[src/rtl/tlio_pkg.sv]
package tlio_pkg;

	// ****************************************
	// Object indices and subindices
	// ****************************************
	localparam logic [15:0] IDX_MAX_TORQUE   = 16'h6072;
	localparam logic [15:0] IDX_POS_LIMIT    = 16'h60E0;
	localparam logic [15:0] IDX_NEG_LIMIT    = 16'h60E1;
	localparam logic [15:0] IDX_INPUT_WORD   = 16'h60FD;
	localparam logic [15:0] IDX_OUTPUT_OBJ   = 16'h60FE;
	localparam logic [7:0]  SUB_ENTRY_COUNT  = 8'h00;
	localparam logic [7:0]  SUB_OUT_STATE    = 8'h01;
	localparam logic [7:0]  SUB_OUT_MASK     = 8'h02;

	// ****************************************
	// Reset values
	// ****************************************
	localparam logic [15:0] MAX_TORQUE_RESET = 16'h0BB8;
	localparam logic [15:0] LIMIT_RESET      = 16'hFFFF;
	localparam logic [31:0] OUT_WORD_RESET   = 32'h0000_0000;
	localparam logic [7:0]  OUT_ENTRY_COUNT  = 8'h02;

	// ****************************************
	// Field layout
	// ****************************************
	localparam int          IN_NEG_OT_BIT    = 0;
	localparam int          IN_POS_OT_BIT    = 1;
	localparam int          IN_HOME_BIT      = 2;
	localparam int          IN_CONN_LSB      = 16;
	localparam int          CONN_INPUTS      = 5;
	localparam int          GP_OUT_LSB       = 16;
	localparam int          GP_OUTPUTS       = 4;
	localparam int          REMOTE_OUT_LSB   = 24;
	localparam int          REMOTE_OUTPUTS   = 4;
	localparam int          SEL_W            = 2;
	localparam logic [31:0] OUT_WRITABLE     = 32'h0F0F_0000;
	localparam logic        LEVEL_INACTIVE   = 1'b1;

	// ****************************************
	// Carriers
	// ****************************************
	typedef struct packed {
		logic [15:0] index;
		logic [7:0]  subindex;
		logic        write;
		logic        read;
		logic [31:0] wdata;
	} tlio_obj_req_type;

	typedef struct packed {
		logic [15:0] pos;
		logic [15:0] neg;
	} tlio_limit_type;

endpackage : tlio_pkg

[src/rtl/tlio_sync.sv]
`timescale 1ns/1ps
`default_nettype none

module tlio_sync #(
	parameter int         WIDTH      = 1,
	parameter logic [0:0] REST_LEVEL = 1'b0
) (
	input  wire logic             clk,
	input  wire logic             rst,
	input  wire logic             ce,
	input  wire logic [WIDTH-1:0] raw,
	output var  logic [WIDTH-1:0] clean
);

	// ****************************************
	// Three stages, accept once stages two and three agree
	// ****************************************
	for (genvar i = 0; i < WIDTH; i++) begin : g_bit
		logic s1;
		logic s2;
		logic s3;
		always_ff @(posedge clk or posedge rst) begin
			if (rst) begin
				s1 <= REST_LEVEL;
				s2 <= REST_LEVEL;
				s3 <= REST_LEVEL;
				clean[i] <= REST_LEVEL;
			end else if (ce) begin
				s1 <= raw[i];
				s2 <= s1;
				s3 <= s2;
				if (s2 == s3) begin
					clean[i] <= s3;
				end
			end
		end
	end

endmodule : tlio_sync

`default_nettype wire

[src/rtl/tlio_top.sv]
`timescale 1ns/1ps
`default_nettype none

//Contract
// - Output torque never exceeds maximum torque setting
// - Positive limit is min of max and positive
// - Negative limit is min of max and negative
// - Bits 0-2 show overtravel and home switches
// - Bits 16-20 show connector inputs, 0 active
// - Remote-marked inputs not used internally
// - Output object holds states plus enable mask
// - Bits 16-19 drive general outputs when masked
// - Route general outputs and apply polarity inversion
// - Bits 24-27 drive allocated remote outputs
// - Output word zero means active output
module tlio_top #(
	parameter int TORQUE_W = 16
) (
	input  wire logic                                            CLK_SYS,
	input  wire logic                                            SYS_RST,
	input  wire logic                                            CLK_EN,
	input  wire tlio_pkg::tlio_obj_req_type                      OBJ_REQ,
	output var  logic [31:0]                                     OBJ_RDATA,
	output var  logic                                            OBJ_ACK,
	output var  logic                                            OBJ_ERR,
	input  wire logic signed [TORQUE_W-1:0]                      TORQUE_REF,
	output var  logic signed [TORQUE_W-1:0]                      TORQUE_OUT,
	output var  tlio_pkg::tlio_limit_type                        TORQUE_LIMIT,
	input  wire logic                                            NEG_OVERTRAVEL_SWITCH,
	input  wire logic                                            POSITIVE_OVERTRAVEL_SWITCH,
	input  wire logic                                            HOME_SWITCH,
	input  wire logic [tlio_pkg::CONN_INPUTS-1:0]                IO_CONNECTOR_IN_N,
	input  wire logic [tlio_pkg::CONN_INPUTS-1:0]                INPUT_ALLOCATION_SETTING_A,
	input  wire logic [tlio_pkg::CONN_INPUTS-1:0]                INPUT_ALLOCATION_SETTING_B,
	output var  logic [tlio_pkg::CONN_INPUTS-1:0]                CONN_INTERNAL_N,
	input  wire logic [tlio_pkg::GP_OUTPUTS*tlio_pkg::SEL_W-1:0] GP_OUTPUT_ROUTE,
	input  wire logic [tlio_pkg::GP_OUTPUTS-1:0]                 BUS_OUTPUT_ENABLE_A,
	input  wire logic [tlio_pkg::GP_OUTPUTS-1:0]                 BUS_OUTPUT_ENABLE_B,
	input  wire logic [tlio_pkg::GP_OUTPUTS-1:0]                 OUTPUT_POLARITY_SETTING_A,
	input  wire logic [tlio_pkg::GP_OUTPUTS-1:0]                 OUTPUT_POLARITY_SETTING_B,
	output var  logic [tlio_pkg::GP_OUTPUTS-1:0]                 IO_CONNECTOR_OUT_N,
	input  wire logic [tlio_pkg::REMOTE_OUTPUTS*tlio_pkg::SEL_W-1:0] REMOTE_OUTPUT_ALLOCATION,
	output var  logic [tlio_pkg::REMOTE_OUTPUTS-1:0]             REMOTE_OUT_N
);

	// ****************************************
	// Object storage
	// ****************************************
	logic [15:0] max_torque_setting;
	logic [15:0] positive_torque_limit;
	logic [15:0] negative_torque_limit;
	logic [31:0] output_state_word;
	logic [31:0] output_enable_mask;
	logic [31:0] input_state_word;

	logic is_max;
	logic is_pos;
	logic is_neg;
	logic is_in;
	logic is_cnt;
	logic is_st;
	logic is_msk;
	logic access;

	assign access = OBJ_REQ.write | OBJ_REQ.read;
	assign is_max = OBJ_REQ.index == tlio_pkg::IDX_MAX_TORQUE
		&& OBJ_REQ.subindex == tlio_pkg::SUB_ENTRY_COUNT;
	assign is_pos = OBJ_REQ.index == tlio_pkg::IDX_POS_LIMIT
		&& OBJ_REQ.subindex == tlio_pkg::SUB_ENTRY_COUNT;
	assign is_neg = OBJ_REQ.index == tlio_pkg::IDX_NEG_LIMIT
		&& OBJ_REQ.subindex == tlio_pkg::SUB_ENTRY_COUNT;
	assign is_in  = OBJ_REQ.index == tlio_pkg::IDX_INPUT_WORD
		&& OBJ_REQ.subindex == tlio_pkg::SUB_ENTRY_COUNT;
	assign is_cnt = OBJ_REQ.index == tlio_pkg::IDX_OUTPUT_OBJ
		&& OBJ_REQ.subindex == tlio_pkg::SUB_ENTRY_COUNT;
	assign is_st  = OBJ_REQ.index == tlio_pkg::IDX_OUTPUT_OBJ
		&& OBJ_REQ.subindex == tlio_pkg::SUB_OUT_STATE;
	assign is_msk = OBJ_REQ.index == tlio_pkg::IDX_OUTPUT_OBJ
		&& OBJ_REQ.subindex == tlio_pkg::SUB_OUT_MASK;

	always_ff @(posedge CLK_SYS or posedge SYS_RST) begin
		if (SYS_RST) begin
			max_torque_setting <= tlio_pkg::MAX_TORQUE_RESET;
			positive_torque_limit <= tlio_pkg::LIMIT_RESET;
			negative_torque_limit <= tlio_pkg::LIMIT_RESET;
		end else if (CLK_EN && OBJ_REQ.write) begin
			if (is_max) begin
				max_torque_setting <= OBJ_REQ.wdata[15:0];
			end
			if (is_pos) begin
				positive_torque_limit <= OBJ_REQ.wdata[15:0];
			end
			if (is_neg) begin
				negative_torque_limit <= OBJ_REQ.wdata[15:0];
			end
		end
	end

	// Only the mapped output bits are kept, so reserved ones stay zero
	always_ff @(posedge CLK_SYS or posedge SYS_RST) begin
		if (SYS_RST) begin
			output_state_word <= tlio_pkg::OUT_WORD_RESET;
			output_enable_mask <= tlio_pkg::OUT_WORD_RESET;
		end else if (CLK_EN && OBJ_REQ.write) begin
			if (is_st) begin
				output_state_word <= OBJ_REQ.wdata & tlio_pkg::OUT_WRITABLE;
			end
			if (is_msk) begin
				output_enable_mask <= OBJ_REQ.wdata & tlio_pkg::OUT_WRITABLE;
			end
		end
	end

	// ****************************************
	// Object answer
	// ****************************************
	logic [31:0] next_rdata;
	logic        next_err;

	always_comb begin
		next_rdata = 32'h0000_0000;
		next_err = 1'b0;
		if (is_max) begin
			next_rdata[15:0] = max_torque_setting;
		end else if (is_pos) begin
			next_rdata[15:0] = positive_torque_limit;
		end else if (is_neg) begin
			next_rdata[15:0] = negative_torque_limit;
		end else if (is_in) begin
			next_rdata = input_state_word;
			next_err = OBJ_REQ.write;
		end else if (is_cnt) begin
			next_rdata[7:0] = tlio_pkg::OUT_ENTRY_COUNT;
			next_err = OBJ_REQ.write;
		end else if (is_st) begin
			next_rdata = output_state_word;
		end else if (is_msk) begin
			next_rdata = output_enable_mask;
		end else begin
			next_err = 1'b1;
		end
		if (!OBJ_REQ.read) begin
			next_rdata = 32'h0000_0000;
		end
	end

	always_ff @(posedge CLK_SYS or posedge SYS_RST) begin
		if (SYS_RST) begin
			OBJ_RDATA <= 32'h0000_0000;
			OBJ_ACK <= 1'b0;
			OBJ_ERR <= 1'b0;
		end else if (CLK_EN) begin
			OBJ_RDATA <= next_rdata;
			OBJ_ACK <= access;
			OBJ_ERR <= access & next_err;
		end
	end

	// ****************************************
	// Torque clamp
	// ****************************************
	logic [15:0] eff_pos;
	logic [15:0] eff_neg;
	logic signed [TORQUE_W+1:0] ref_wide;
	logic signed [TORQUE_W+1:0] pos_wide;
	logic signed [TORQUE_W+1:0] neg_wide;
	logic signed [TORQUE_W+1:0] clamped;

	assign eff_pos = (max_torque_setting < positive_torque_limit)
		? max_torque_setting : positive_torque_limit;
	assign eff_neg = (max_torque_setting < negative_torque_limit)
		? max_torque_setting : negative_torque_limit;
	assign ref_wide = (TORQUE_W+2)'(TORQUE_REF);
	assign pos_wide = (TORQUE_W+2)'($signed({2'b00, eff_pos}));
	assign neg_wide = -(TORQUE_W+2)'($signed({2'b00, eff_neg}));

	// Limits above the reference range simply never bind
	always_comb begin
		clamped = ref_wide;
		if (ref_wide > pos_wide) begin
			clamped = pos_wide;
		end else if (ref_wide < neg_wide) begin
			clamped = neg_wide;
		end
	end

	always_ff @(posedge CLK_SYS or posedge SYS_RST) begin
		if (SYS_RST) begin
			TORQUE_OUT <= '0;
			TORQUE_LIMIT <= '0;
		end else if (CLK_EN) begin
			TORQUE_OUT <= clamped[TORQUE_W-1:0];
			TORQUE_LIMIT.pos <= eff_pos;
			TORQUE_LIMIT.neg <= eff_neg;
		end
	end

	// ****************************************
	// Inputs
	// ****************************************
	logic [2:0]                       sw_clean;
	logic [tlio_pkg::CONN_INPUTS-1:0] conn_clean;
	logic [tlio_pkg::CONN_INPUTS-1:0] conn_remote;

	tlio_sync #(.WIDTH(3), .REST_LEVEL(1'b0)) u_sw_sync (
		.clk   (CLK_SYS),
		.rst   (SYS_RST),
		.ce    (CLK_EN),
		.raw   ({HOME_SWITCH, POSITIVE_OVERTRAVEL_SWITCH, NEG_OVERTRAVEL_SWITCH}),
		.clean (sw_clean)
	);

	tlio_sync #(.WIDTH(tlio_pkg::CONN_INPUTS), .REST_LEVEL(tlio_pkg::LEVEL_INACTIVE)) u_conn_sync (
		.clk   (CLK_SYS),
		.rst   (SYS_RST),
		.ce    (CLK_EN),
		.raw   (IO_CONNECTOR_IN_N),
		.clean (conn_clean)
	);

	assign conn_remote = INPUT_ALLOCATION_SETTING_A | INPUT_ALLOCATION_SETTING_B;

	always_ff @(posedge CLK_SYS or posedge SYS_RST) begin
		if (SYS_RST) begin
			input_state_word <= 32'h0000_0000;
		end else if (CLK_EN) begin
			input_state_word <= 32'h0000_0000;
			input_state_word[tlio_pkg::IN_NEG_OT_BIT] <= sw_clean[0];
			input_state_word[tlio_pkg::IN_POS_OT_BIT] <= sw_clean[1];
			input_state_word[tlio_pkg::IN_HOME_BIT] <= sw_clean[2];
			input_state_word[tlio_pkg::IN_CONN_LSB +: tlio_pkg::CONN_INPUTS] <= conn_clean;
		end
	end

	// Remote inputs read back on the bus but look inactive to the drive
	always_ff @(posedge CLK_SYS or posedge SYS_RST) begin
		if (SYS_RST) begin
			CONN_INTERNAL_N <= {tlio_pkg::CONN_INPUTS{tlio_pkg::LEVEL_INACTIVE}};
		end else if (CLK_EN) begin
			CONN_INTERNAL_N <= conn_clean | conn_remote;
		end
	end

	// ****************************************
	// Outputs
	// ****************************************
	logic [31:0] eff_word;

	// Unmasked bits fall back to inactive level
	assign eff_word = (output_state_word & output_enable_mask)
		| ~output_enable_mask;

	for (genvar k = 0; k < tlio_pkg::GP_OUTPUTS; k++) begin : g_gp
		logic [tlio_pkg::SEL_W-1:0] sel;
		logic                       bus_on;
		logic                       lvl;
		assign sel = GP_OUTPUT_ROUTE[k*tlio_pkg::SEL_W +: tlio_pkg::SEL_W];
		assign bus_on = BUS_OUTPUT_ENABLE_A[k] | BUS_OUTPUT_ENABLE_B[k];
		assign lvl = bus_on ? eff_word[tlio_pkg::GP_OUT_LSB + int'(sel)]
			: tlio_pkg::LEVEL_INACTIVE;
		always_ff @(posedge CLK_SYS or posedge SYS_RST) begin
			if (SYS_RST) begin
				IO_CONNECTOR_OUT_N[k] <= tlio_pkg::LEVEL_INACTIVE;
			end else if (CLK_EN) begin
				IO_CONNECTOR_OUT_N[k] <= lvl
					^ (OUTPUT_POLARITY_SETTING_A[k] ^ OUTPUT_POLARITY_SETTING_B[k]);
			end
		end
	end

	for (genvar r = 0; r < tlio_pkg::REMOTE_OUTPUTS; r++) begin : g_remote
		logic [tlio_pkg::SEL_W-1:0] sel;
		assign sel = REMOTE_OUTPUT_ALLOCATION[r*tlio_pkg::SEL_W +: tlio_pkg::SEL_W];
		always_ff @(posedge CLK_SYS or posedge SYS_RST) begin
			if (SYS_RST) begin
				REMOTE_OUT_N[r] <= tlio_pkg::LEVEL_INACTIVE;
			end else if (CLK_EN) begin
				REMOTE_OUT_N[r] <= eff_word[tlio_pkg::REMOTE_OUT_LSB + int'(sel)];
			end
		end
	end

endmodule : tlio_top

`default_nettype wire

[config.mk]
export PLATFORM = sky130hd
export DESIGN_NAME = tlio_top
export DESIGN_NICKNAME = d
export VERILOG_FILES = /design/src/rtl/tlio_pkg.sv /design/src/rtl/tlio_sync.sv /design/src/rtl/tlio_top.sv
export SDC_FILE = /design/constraint.sdc
export NUM_CORES = 1
export LEC_CHECK = 0
export BUFFER_PORTS_ARGS = -buffer_cell sky130_fd_sc_hd__buf_4
export CORE_AREA = 2 2 143 145
export DETAILED_ROUTE_END_ITERATION = 6
export DIE_AREA = 0 0 145 147
export GPL_ROUTABILITY_DRIVEN = 1
export PLACE_DENSITY = 0.8
export SYNTH_ARGS = -nofsm -noshare
export SYNTH_HDL_FRONTEND = slang
export SYNTH_SLANG_ARGS = --single-unit
[constraint.sdc]
create_clock -name CLK_SYS -period 9.4 [get_ports CLK_SYS]
set_clock_uncertainty 0.1 [all_clocks]
set_input_delay 2.35 -clock CLK_SYS [delete_from_list [all_inputs] [get_ports CLK_SYS]]
set_output_delay 2.35 -clock CLK_SYS [all_outputs]
set_load 0.02 [all_outputs]
==> flow_summary.yaml, run 1 <==
finish:
  final_common_cell: "buf_4"
  mostFrequentLayoutCells: "buf_4, dfrtp_1, a21oi_1"
  antenna_cells: 0
  area_delta_synth_final_pct: 21.2
  layout.nets: 1460
  layout-drive-gt1-share_pct: 32.9
  utilization_pct: 66.8
  nFillCells: 1574
synth:
  avgSynthCellArea_um2: 10.0
  synthDistinctLibCells: 62
  async_reset_ff_share_pct: 100
  synth_edf_count: 0
  synthCells: 1090
  synth_seq_cells: 192
  synth_area_um2: 10900
  synth_warnings: 0
  ys.flop_type: "dfrtp_1"
  synth.yosys.seq_area_share_pct: 44.7
power:
  power_leakage_nw: 6.21
  p_sw_w: 0.000532
  pwr-share-seq_pct: 48.9
  intPower_w: 0.00139
  worst_ir_drop_vdd_v: 0.000118
  pwr-share-comb_pct: 13.8
  netSwitchingFraction_pct: 27.7
  clock_power_share_pct: 37.3
  power_per_cell_area_nw_per_um2: 145
worst_setup_path:
  r2r_end: "TORQUE_OUT[13]"
  cp.arrival_ns: 7.00
  required_ns: 9.64
  slowest_delay_ns: 0.64
  critPathBufInv: 1
  critPathTopFamily: "simple AND/OR/NAND/NOR gates"
  worstReg2RegStart: "negative_torque_limit[11]"
  start_kind: "register"
  crit_end: "TORQUE_OUT[13]"
  critPathKind: "register to register"
  path_cells: "inv_1 > ha_1 > and2_1 > a221o_1 > a221oi_2 > o21ai_4 > mux2i_1 > ha_1 > and3_1 > nand2_1 > nor2_1 > xnor2_1 > mux2i_1 > ha_1 > nand4_1 > or3_1 > nor3_1 > nand2_1 > a311o_1 > and2_1 > a211o_1 > o221ai_1"
  crit_top_cell: "ha_1"
  r2r_cells: 22
  end_kind: "register"
  reg2reg_slack_ns: 2.64
  crit_start: "negative_torque_limit[11]"
  worstPathMaxFanout: 16
  critical_path_depth: 22
  crit_slowest_cell: "dfstp_2"
global_route:
  grt_pass1_vias: 8807
  use_met1_pct: 34.7
  grtUsageTotal_pct: 27.2
  grt_overflow_total: 0
  busiest_layer: "met2"
  grt_first_pass_wirelength_um: 45900
  grt_antenna_before_repair: 0
  met2_usage_pct: 44.5
  grt_max_degree: 70
  grt_util_met3_pct: 5.96
die:
  initial_utilization_pct: 55.1
  core-area_um2: 19800
  pin_count: 222
  die_x_um: 145
  die_h_um: 147
  rows: 52
  fp.dieArea_um2: 21300
clock_network:
  post-cts-setup-buffers: 0
  ctsResizeCount: 0
  cts_buffer_depth: 2
  cts_hold_buf: 0
  cts-htree-levels: 4
  cts_buffers: 17
  cts_tree: "built"
  clkTransAtPathRegs_ns: 0.08
  clock-sinks: 192
  clk_latency_ns: 0.44
  clock-root-buffer: "clkbuf_16"
timing:
  setup_viol: 0
  fin_crit_sh_pct: 71.9
  slew_violations: 0
  rsz0062_at_grt: "false"
  hold_viol: 0
  tns_ns: 0
  timing.fmax_mhz: 148
  postLayoutSetupSlackWorst_ns: 2.64
  worst_slew_pin_slew_ns: 1.10
  period_needed_ns: 6.76
  relSlewSlack_pct: 26.8
drt:
  drtIter0Drc: 574
  drt-total-wl_um: 28700
  ant_nets: 0
  wl_per_cell_um: 18.5
  vias: 8871
  dr.pass1.iters: 5
  via_per_inst: 5.72
  route.detailed.drc: 0
job:
  cap_violations: 0
worst_hold_path:
  min_from: "u_sw_sync.g_bit[0].s3"
  holdPathStages: 2
  min_path_type: "register to register"
placement:
  hpwl_um: 21000
  gp_congestion: 0.905
  io_buffers: 206
  place_ws_ns: 2.78
run_status:
  outcome: "completed"
==> state kept, by name, summed over array words and instances (netlist names), 4 cells and up <==
register               flops
negative_torque_limit     16
TORQUE_OUT                16
input_state_word           8
positive_torque_limit     16
u_conn_sync.g_bit.s3       5
output_enable_mask         8
REMOTE_OUT_N               4
TORQUE_LIMIT              32
output_state_word          8
max_torque_setting        16
OBJ_RDATA                 25
CONN_INTERNAL_N            5
u_conn_sync.g_bit.s2       5
IO_CONNECTOR_OUT_N         4
u_conn_sync.clean          5
u_conn_sync.g_bit.s1       5
==> synthesized netlist by cell type (7+ instances only) <==
| cell type | n | area [um^2] |
|---|---|---|
| a211o_1 | 7 | 61.3 |
| a21o_1 | 11 | 82.6 |
| a21oi_1 | 117 | 586 |
| a22oi_1 | 13 | 97.6 |
| buf_4 | 7 | 52.6 |
| clkbuf_1 | 48 | 180 |
| dfrtp_1 | 120 | 3000 |
| dfstp_2 | 72 | 1890 |
| ha_1 | 65 | 813 |
| inv_1 | 72 | 270 |
| mux2_2 | 81 | 912 |
| mux2i_1 | 32 | 320 |
| mux4_2 | 8 | 180 |
| nand2_1 | 53 | 199 |
| nand2b_1 | 25 | 156 |
| nand3_1 | 15 | 75.1 |
| nand4_1 | 12 | 75.1 |
| nor2_1 | 102 | 383 |
| nor2b_1 | 12 | 75.1 |
| nor3_1 | 19 | 95.1 |
| o21ai_0 | 45 | 225 |
| o221ai_1 | 13 | 114 |
| o22ai_1 | 24 | 150 |
| xnor2_1 | 27 | 236 |
==> area by class of cell <==
cell class              instances  area, um^2  share of cell area, %
multi-input cells             767        5530                   41.7
flip-flops and latches        192        4890                   36.9
repair buffers                218        1640                   12.4
clock buffers                  18         439                   3.31
well taps                     270         338                   2.55
inverters                      72         275                   2.08
clock inverters                14         141                   1.07
==> worst min path at each step <==
| stage | endpoint |
|---|---|
| 2_1_floorplan | OBJ_RDATA[17] |
| 3_3_place_gp | u_sw_sync.clean[0] |
| 3_5_place_dp | CONN_INTERNAL_N[3] |
| 4_1_cts | REMOTE_OUT_N[0] |
| 5_1_grt | REMOTE_OUT_N[0] |
| 6_report | u_sw_sync.clean[0] |
==> kinds of logic (layout without fill, tap and decap cells) <==
| kind of cell | count (synthesis) | after routing | synth area share, % |
|---|---|---|---|
| simple gates | 276 | 276 | 12.2 |
| compound gates | 266 | 266 | 14.9 |
| flops | 192 | 192 | 44.7 |
| buf+inv | 137 | 322 | 5.14 |
| mux | 121 | 121 | 12.9 |
| fa+ha+maj | 65 | 65 | 7.43 |
| xor+xnor | 32 | 32 | 2.56 |
| other cells | 1 | 7 | 0.0343 |
==> routing by layer <==
layer | vias up | part of all wire [%]
li1 | 4251 | -
met1 | 4270 | 42
met2 | 289 | 48
met3 | 61 | 6.6
met4 | 0 | 3.9
met5 | - | 0
==> worst min-delay path: cells and delay by family, from the launching register on <==
family	cells	cell delay, ns
AOI/OAI and AO/OA	1	0.04
DFF	1	0.34
and+or+nand+nor	1	0.07
==> stage by stage <==
step	cell area, um^2	std cells	hold WS, ns	power (W)
after floorplan	11000	1096	0.358	0.00110
after global placement	12700	1519	0.366	0.00121
after detailed placement	12700	1519	0.380	0.00122
after CTS	13300	1551	0.391	0.00193
after global routing	13300	1551	0.404	0.00200
final	13300	1551	0.387	0.00192
==> power by group through the flow <==
stage | Clock, W | Combinational [W] | Sequential [W]
after global routing | 0.000759 | 0.000290 | 0.000947
after detailed placement | 0 | 0.000266 | 0.000953
after CTS | 0.000724 | 0.000267 | 0.000939
after floorplan | 0 | 0.000128 | 0.000972
after global placement | 0 | 0.000258 | 0.000950
final | 0.000715 | 0.000265 | 0.000939
Power figures use the tool's default switching activity.
==> inputs of run 2 (changes only) <==
Settings changed: ABC_AREA from default to 1, CORE_AREA 2 2 143 145 to 2 2 151 153, DIE_AREA 0 0 145 147 to 0 0 153 155, PLACE_DENSITY 0.8 to 0.77.
Clock period 9.4 ns to 6.2 ns, I/O delays scaled along.
==> run 2 against run 1 <==
Effect of this change: flip-flop and latch count unchanged; highest routed layer unchanged; utilization decreased by 6.1 points; critical path type unchanged; clock-buffer cell count did not move; maximum frequency up 30%; critical path depth increased by 5; final cell count rose by 23%; register-to-register slack got worse by 1.7 ns; global-route usage fell by 1.5 points; largest cell class unchanged; clock power is 61% higher; sequential power up 45%; die area up 11%; design area rose by 1.8%.
==> flow_summary.yaml, run 2 <==
synth:
  synth.yosys.seq_area_share_pct: 44.1
  yosys.area.top_type: "dfrtp_1"
  yosysMostFrequentCell: "nand2_1"
  synth_warnings: 0
  ys_top_cells_by_area: "dfrtp_1, dfstp_2, nand2_1, ha_1, o21ai_0"
  synth.top_cell.area_share_pct: 27.0
  synth_edf_count: 0
  synth_seq_cells: 192
  synthDistinctLibCells: 50
  synthTopCellsByCount: "nand2_1, inv_1, o21ai_0"
  ys.flop_type: "dfrtp_1"
  synthCells: 1423
  avgSynthCellArea_um2: 7.80
  synth_area_um2: 11100
  async_reset_ff_share_pct: 100
worst_setup_path:
  r2r_end: "TORQUE_OUT[6]"
  crit_slowest_cell: "dfstp_2"
  worstPathMaxFanout: 17
  worstReg2RegStart: "negative_torque_limit[9]"
  crit_top_cell: "nand2_1"
  critPathKind: "register to register"
  critPathTopFamily: "simple AND/OR/NAND/NOR gates"
  required_ns: 6.43
  start_kind: "register"
  critPathBufInv: 3
  slowest_delay_ns: 0.56
  reg2reg_slack_ns: 0.99
  cp.arrival_ns: 5.44
  r2r_cells: 27
  end_kind: "register"
finish:
  stdcell_area_um2: 13500
  largest_reg_flops: 32
  nFillCells: 2017
  layout.nets: 1802
  area_delta_synth_final_pct: 21.6
  reg_top3: "TORQUE_LIMIT: 32 flops, OBJ_RDATA: 25 flops"
  final_common_cell: "nand2_1"
  layout-drive-gt1-share_pct: 22.6
  antenna_cells: 0
  mostFrequentLayoutCells: "nand2_1, buf_4, o21ai_0"
  top_register: "TORQUE_LIMIT"
power:
  worst_ir_drop_vdd_v: 0.000178
  power_leakage_nw: 6.74
  power_per_cell_area_nw_per_um2: 212
  power_w: 0.00286
die:
  initial_utilization_pct: 50.0
  rows: 55
  die_h_um: 155
  core-area_um2: 22200
  pin_count: 222
  fp.dieArea_um2: 23700
  die_x_um: 153
worst_hold_path:
  hold_end: "u_conn_sync.g_bit[4].s2"
  min_from: "u_conn_sync.g_bit[4].s2"
  holdPathStages: 2
  min_path_type: "register to register"
drt:
  via_per_inst: 5.40
  vias: 10300
  drt-total-wl_um: 30700
  dr.pass1.iters: 5
  drtIter0Drc: 919
  wl_per_cell_um: 16.1
  route.detailed.drc: 0
  ant_nets: 0
global_route:
  grt_antenna_before_repair: 0
  grt_pass1_vias: 9725
  grtUsageTotal_pct: 25.7
  grt_max_degree: 193
  grt_overflow_total: 0
  grt_first_pass_wirelength_um: 49500
timing:
  setup_viol: 0
  relSlewSlack_pct: 14.3
  hold_viol: 0
  timing.fmax_mhz: 192
  period_needed_ns: 5.21
  slew_violations: 0
  worst_slew_pin_slew_ns: 1.28
  rsz0062_at_grt: "false"
  fin_crit_sh_pct: 84.1
  tns_ns: 0
run_status:
  outcome: "completed"
placement:
  dpl_cell_area_um2: 12900
  gp_congestion: 0.917
  io_buffers: 206
  hpwl_um: 22500
clock_network:
  post-cts-setup-buffers: 0
  cts_buffer_depth: 2
  cts-htree-levels: 4
  clock-root-buffer: "clkbuf_16"
  clkTransAtPathRegs_ns: 0.08
  cts_tree: "built"
  clk_latency_ns: 0.44
  clock-sinks: 192
  ctsResizeCount: 0
  cts_buffers: 17
  cts_hold_buf: 0
job:
  cap_violations: 0
## run 2: kinds of logic after synthesis
| kind of cell | Yosys count | synth area share (%) |
|---|---|---|
| AO/OA/AOI/OAI | 275 | 14.3 |
| XOR/XNOR | 10 | 0.789 |
| adder cells (fa/ha/maj) | 65 | 7.32 |
| buffers and inverters | 213 | 7.75 |
| flip-flops | 192 | 44.1 |
| other | 1 | 0.0338 |
| AND/OR/NAND/NOR | 667 | 25.8 |
## run 2: worst max-delay path by stage
stage | from | to | slack [ns] | cells past startpoint
2_1_floorplan | SYS_RST | OBJ_ACK | 2.13 | 1
3_3_place_gp | negative_torque_limit[9] | TORQUE_OUT[4] | 1.06 | 28
3_5_place_dp | negative_torque_limit[13] | TORQUE_OUT[6] | 1.00 | 28
4_1_cts | negative_torque_limit[9] | TORQUE_OUT[6] | 1.0 | 28
5_1_grt | negative_torque_limit[15] | TORQUE_OUT[4] | 0.60 | 29
6_report | negative_torque_limit[9] | TORQUE_OUT[6] | 0.99 | 27
## run 2: tightest hold or removal path: stages (launching register included)
cell	delay, ns
dfstp_2	0.38
nand2_1	0.05
nand2_1	0.04
## run 2: per-layer routing
metal  share of wire (%)  wire [um]  global-route usage (%)
met1                  44      13500                    35.9
met2                  48      14700                    41.6
met3                 6.1       1890                    3.68
met4                 2.0        628                    8.07
met5                   0          0                       0
## run 2: cell type report
class                      count  area, um^2  share of cell area [%]
clock buffer                  18         450                    3.34
inverter                     153         581                    4.30
tap                          285         357                    2.64
clock inverter                14         173                    1.28
sequential                   192        4890                    36.2
multi-input combinational   1024        5370                    39.8
timing repair buffer         222        1680                    12.4
## run 2: metrics by stage
step,instances,util [%],hold slack (ns),worst slack [ns]
after floorplan,1429,-,0.342,2.13
after global placement,1876,58.0,0.351,1.06
after detailed placement,1876,58.0,0.353,1.00
after CTS,1908,60.8,0.365,0.997
after global routing,1908,60.8,0.379,0.598
final,1908,60.8,0.363,0.988
## run 2: where the power goes
group / leakage [nW] / internal [W] / switching (W) / total [W]
combinational: 4.06 / 0.000140 / 0.000207 / 0.000347
sequential: 2.37 / 0.00133 / 0.0000330 / 0.00136
clock: 0.305 / 0.000577 / 0.000578 / 0.00115
==> inputs of run 3 (changes only) <==
Settings changed: CORE_AREA 2 2 151 153 to 2 2 144 146, DIE_AREA 0 0 153 155 to 0 0 146 148, PLACE_DENSITY 0.77 to 0.8.
Clock period 6.2 ns to 5.41 ns, I/O delays scaled along.
==> run 3 against run 2 <==
Effect of this change: the run now ends with DRC left; critical path depth increased by 2; global-route usage increased by 2.7 points; clock power up 12%; maximum frequency up 6.5%; critical endpoint is now TORQUE_OUT[3]; critical path type unchanged; non-clock buffer count is 13 higher; via count is 1.3% higher; combinational power rose by 15%; highest routed layer unchanged; clock-buffer cell count shrank 1; register-to-register slack worse by 0.47 ns.
==> flow_summary.yaml, run 3 (synthesized netlist as in run 2, its figures left out) <==
drt:
  route.detailed.drc: 2
  drtIter0Drc: 876
  drt-total-wl_um: 30300
  via_per_inst: 5.47
  wl_per_cell_um: 15.9
  dr.pass1.iters: 7
  vias: 10400
  ant_nets: 0
clock_network:
  cts_buffer_depth: 2
  cts_buffers: 17
  ctsResizeCount: 0
  clock-root-buffer: "clkbuf_16"
  clk_latency_ns: 0.45
  cts_tree: "built"
  cts_hold_buf: 0
  clock-sinks: 192
  post-cts-setup-buffers: 0
  clkTransAtPathRegs_ns: 0.09
  cts-htree-levels: 4
timing:
  setup_viol: 0
  timing.fmax_mhz: 204
  slew_violations: 0
  fin_crit_sh_pct: 90.5
  worst_slew_pin_slew_ns: 1.09
  relSlewSlack_pct: 27.3
  timing.hold.ws_ns: 0.365
  tns_ns: 0
  postLayoutSetupSlackWorst_ns: 0.515
  rsz0062_at_grt: "false"
  hold_viol: 0
  period_needed_ns: 4.89
worst_setup_path:
  cp.arrival_ns: 5.14
  worstPathMaxFanout: 17
  critPathKind: "register to register"
  end_kind: "register"
  start_kind: "register"
  crit_slowest_cell: "dfstp_2"
  required_ns: 5.65
  crit_top_cell: "nand2_1"
  slowest_delay_ns: 0.53
power:
  worst_ir_drop_vdd_v: 0.000194
  power_per_cell_area_nw_per_um2: 239
  power_leakage_nw: 6.80
job:
  cap_violations: 0
die:
  rows: 52
  die_h_um: 148
  die_x_um: 146
  fp.dieArea_um2: 21600
  pin_count: 222
  initial_utilization_pct: 55.4
  core-area_um2: 20000
finish:
  area_delta_synth_final_pct: 22.4
  top_register: "TORQUE_LIMIT"
  mostFrequentLayoutCells: "nand2_1, buf_4, o21ai_0"
  reg_top3: "TORQUE_LIMIT: 32 flops, OBJ_RDATA: 25 flops"
  utilization_pct: 67.8
  layout.nets: 1815
  layout-drive-gt1-share_pct: 23.2
  antenna_cells: 0
  final_common_cell: "nand2_1"
  largest_reg_flops: 32
placement:
  io_buffers: 206
  place_ws_ns: 0.575
  hpwl_um: 22400
  gp_congestion: 0.911
run_status:
  outcome: "finished with violations"
  violations: "DRC"
worst_hold_path:
  min_path_type: "register to register"
global_route:
  grt_max_degree: 193
  grt_pass1_vias: 9843
  grt_overflow_total: 0
  grt_antenna_before_repair: 0
  grtUsageTotal_pct: 28.4
  grt_first_pass_wirelength_um: 49400
-- run 3: changes by cell type in the layout (fill, tap and decap cells not counted), sizes merged --
cell	before	now
buf	222	235
clkbuf	18	17
clkinv	6	9
inv	160	158
-- run 3: per-layer routing --
metal / GRT usage [%] / share of wire [%] / vias up
li1: - / - / 5086
met1: 40.0 / 44 / 4890
met2: 45.1 / 46 / 398
met3: 5.34 / 7.0 / 57
met4: 8.50 / 2.2 / 0
met5: 0 / 0 / -
-- run 3: through the flow --
stage	cells	instance area, um^2	total power [W]
after detailed placement	1874	13000	0.00199
after floorplan	1429	11100	0.00181
after CTS	1906	13600	0.00327
after global routing	1906	13600	0.00338
after global placement	1874	13000	0.00197
final	1906	13600	0.00325
-- run 3: power by group --
part / internal [W] / total (W) / switching [W] / leakage [nW]
Sequential: 0.00152 / 0.00156 / 0.0000368 / 2.37
Clock: 0.000632 / 0.00129 / 0.000657 / 0.297
Combinational: 0.000162 / 0.000400 / 0.000238 / 4.13
Total: 0.00232 / 0.00325 / 0.000932 / 6.80
-- run 3: final timing paths --
check	start	cells past startpoint	to	slack, ns
max	negative_torque_limit[15]	29	TORQUE_OUT[3]	0.52
min	u_conn_sync.g_bit[1].s2	2	u_conn_sync.g_bit[1].s2	0.37
max reg2reg	negative_torque_limit[15]	29	TORQUE_OUT[3]	0.52
min reg2reg	u_conn_sync.g_bit[1].s2	2	u_conn_sync.g_bit[1].s2	0.37
max in group asynchronous	SYS_RST	3	TORQUE_LIMIT[4]	3.32
min in group asynchronous	SYS_RST	3	OBJ_RDATA[5]	1.02
-- run 3: worst max-delay path, delay by kind of cell (launching register included) --
| kind | cells | cell delay [ns] |
|---|---|---|
| buffers and inverters | 4 | 0.30 |
| adders and majority gates | 3 | 0.79 |
| DFF | 1 | 0.53 |
| and+or+nand+nor | 22 | 3.07 |
-- run 3: area by class of cell --
cell class | instances | area [um^2]
clock inverters | 15 | 189
clock buffers | 17 | 425
repair buffers | 235 | 1790
fillers | 1741 | 6450
multi-input cells | 1024 | 5370
well taps | 270 | 338
inverters | 153 | 581
flip-flops and latches | 192 | 4890
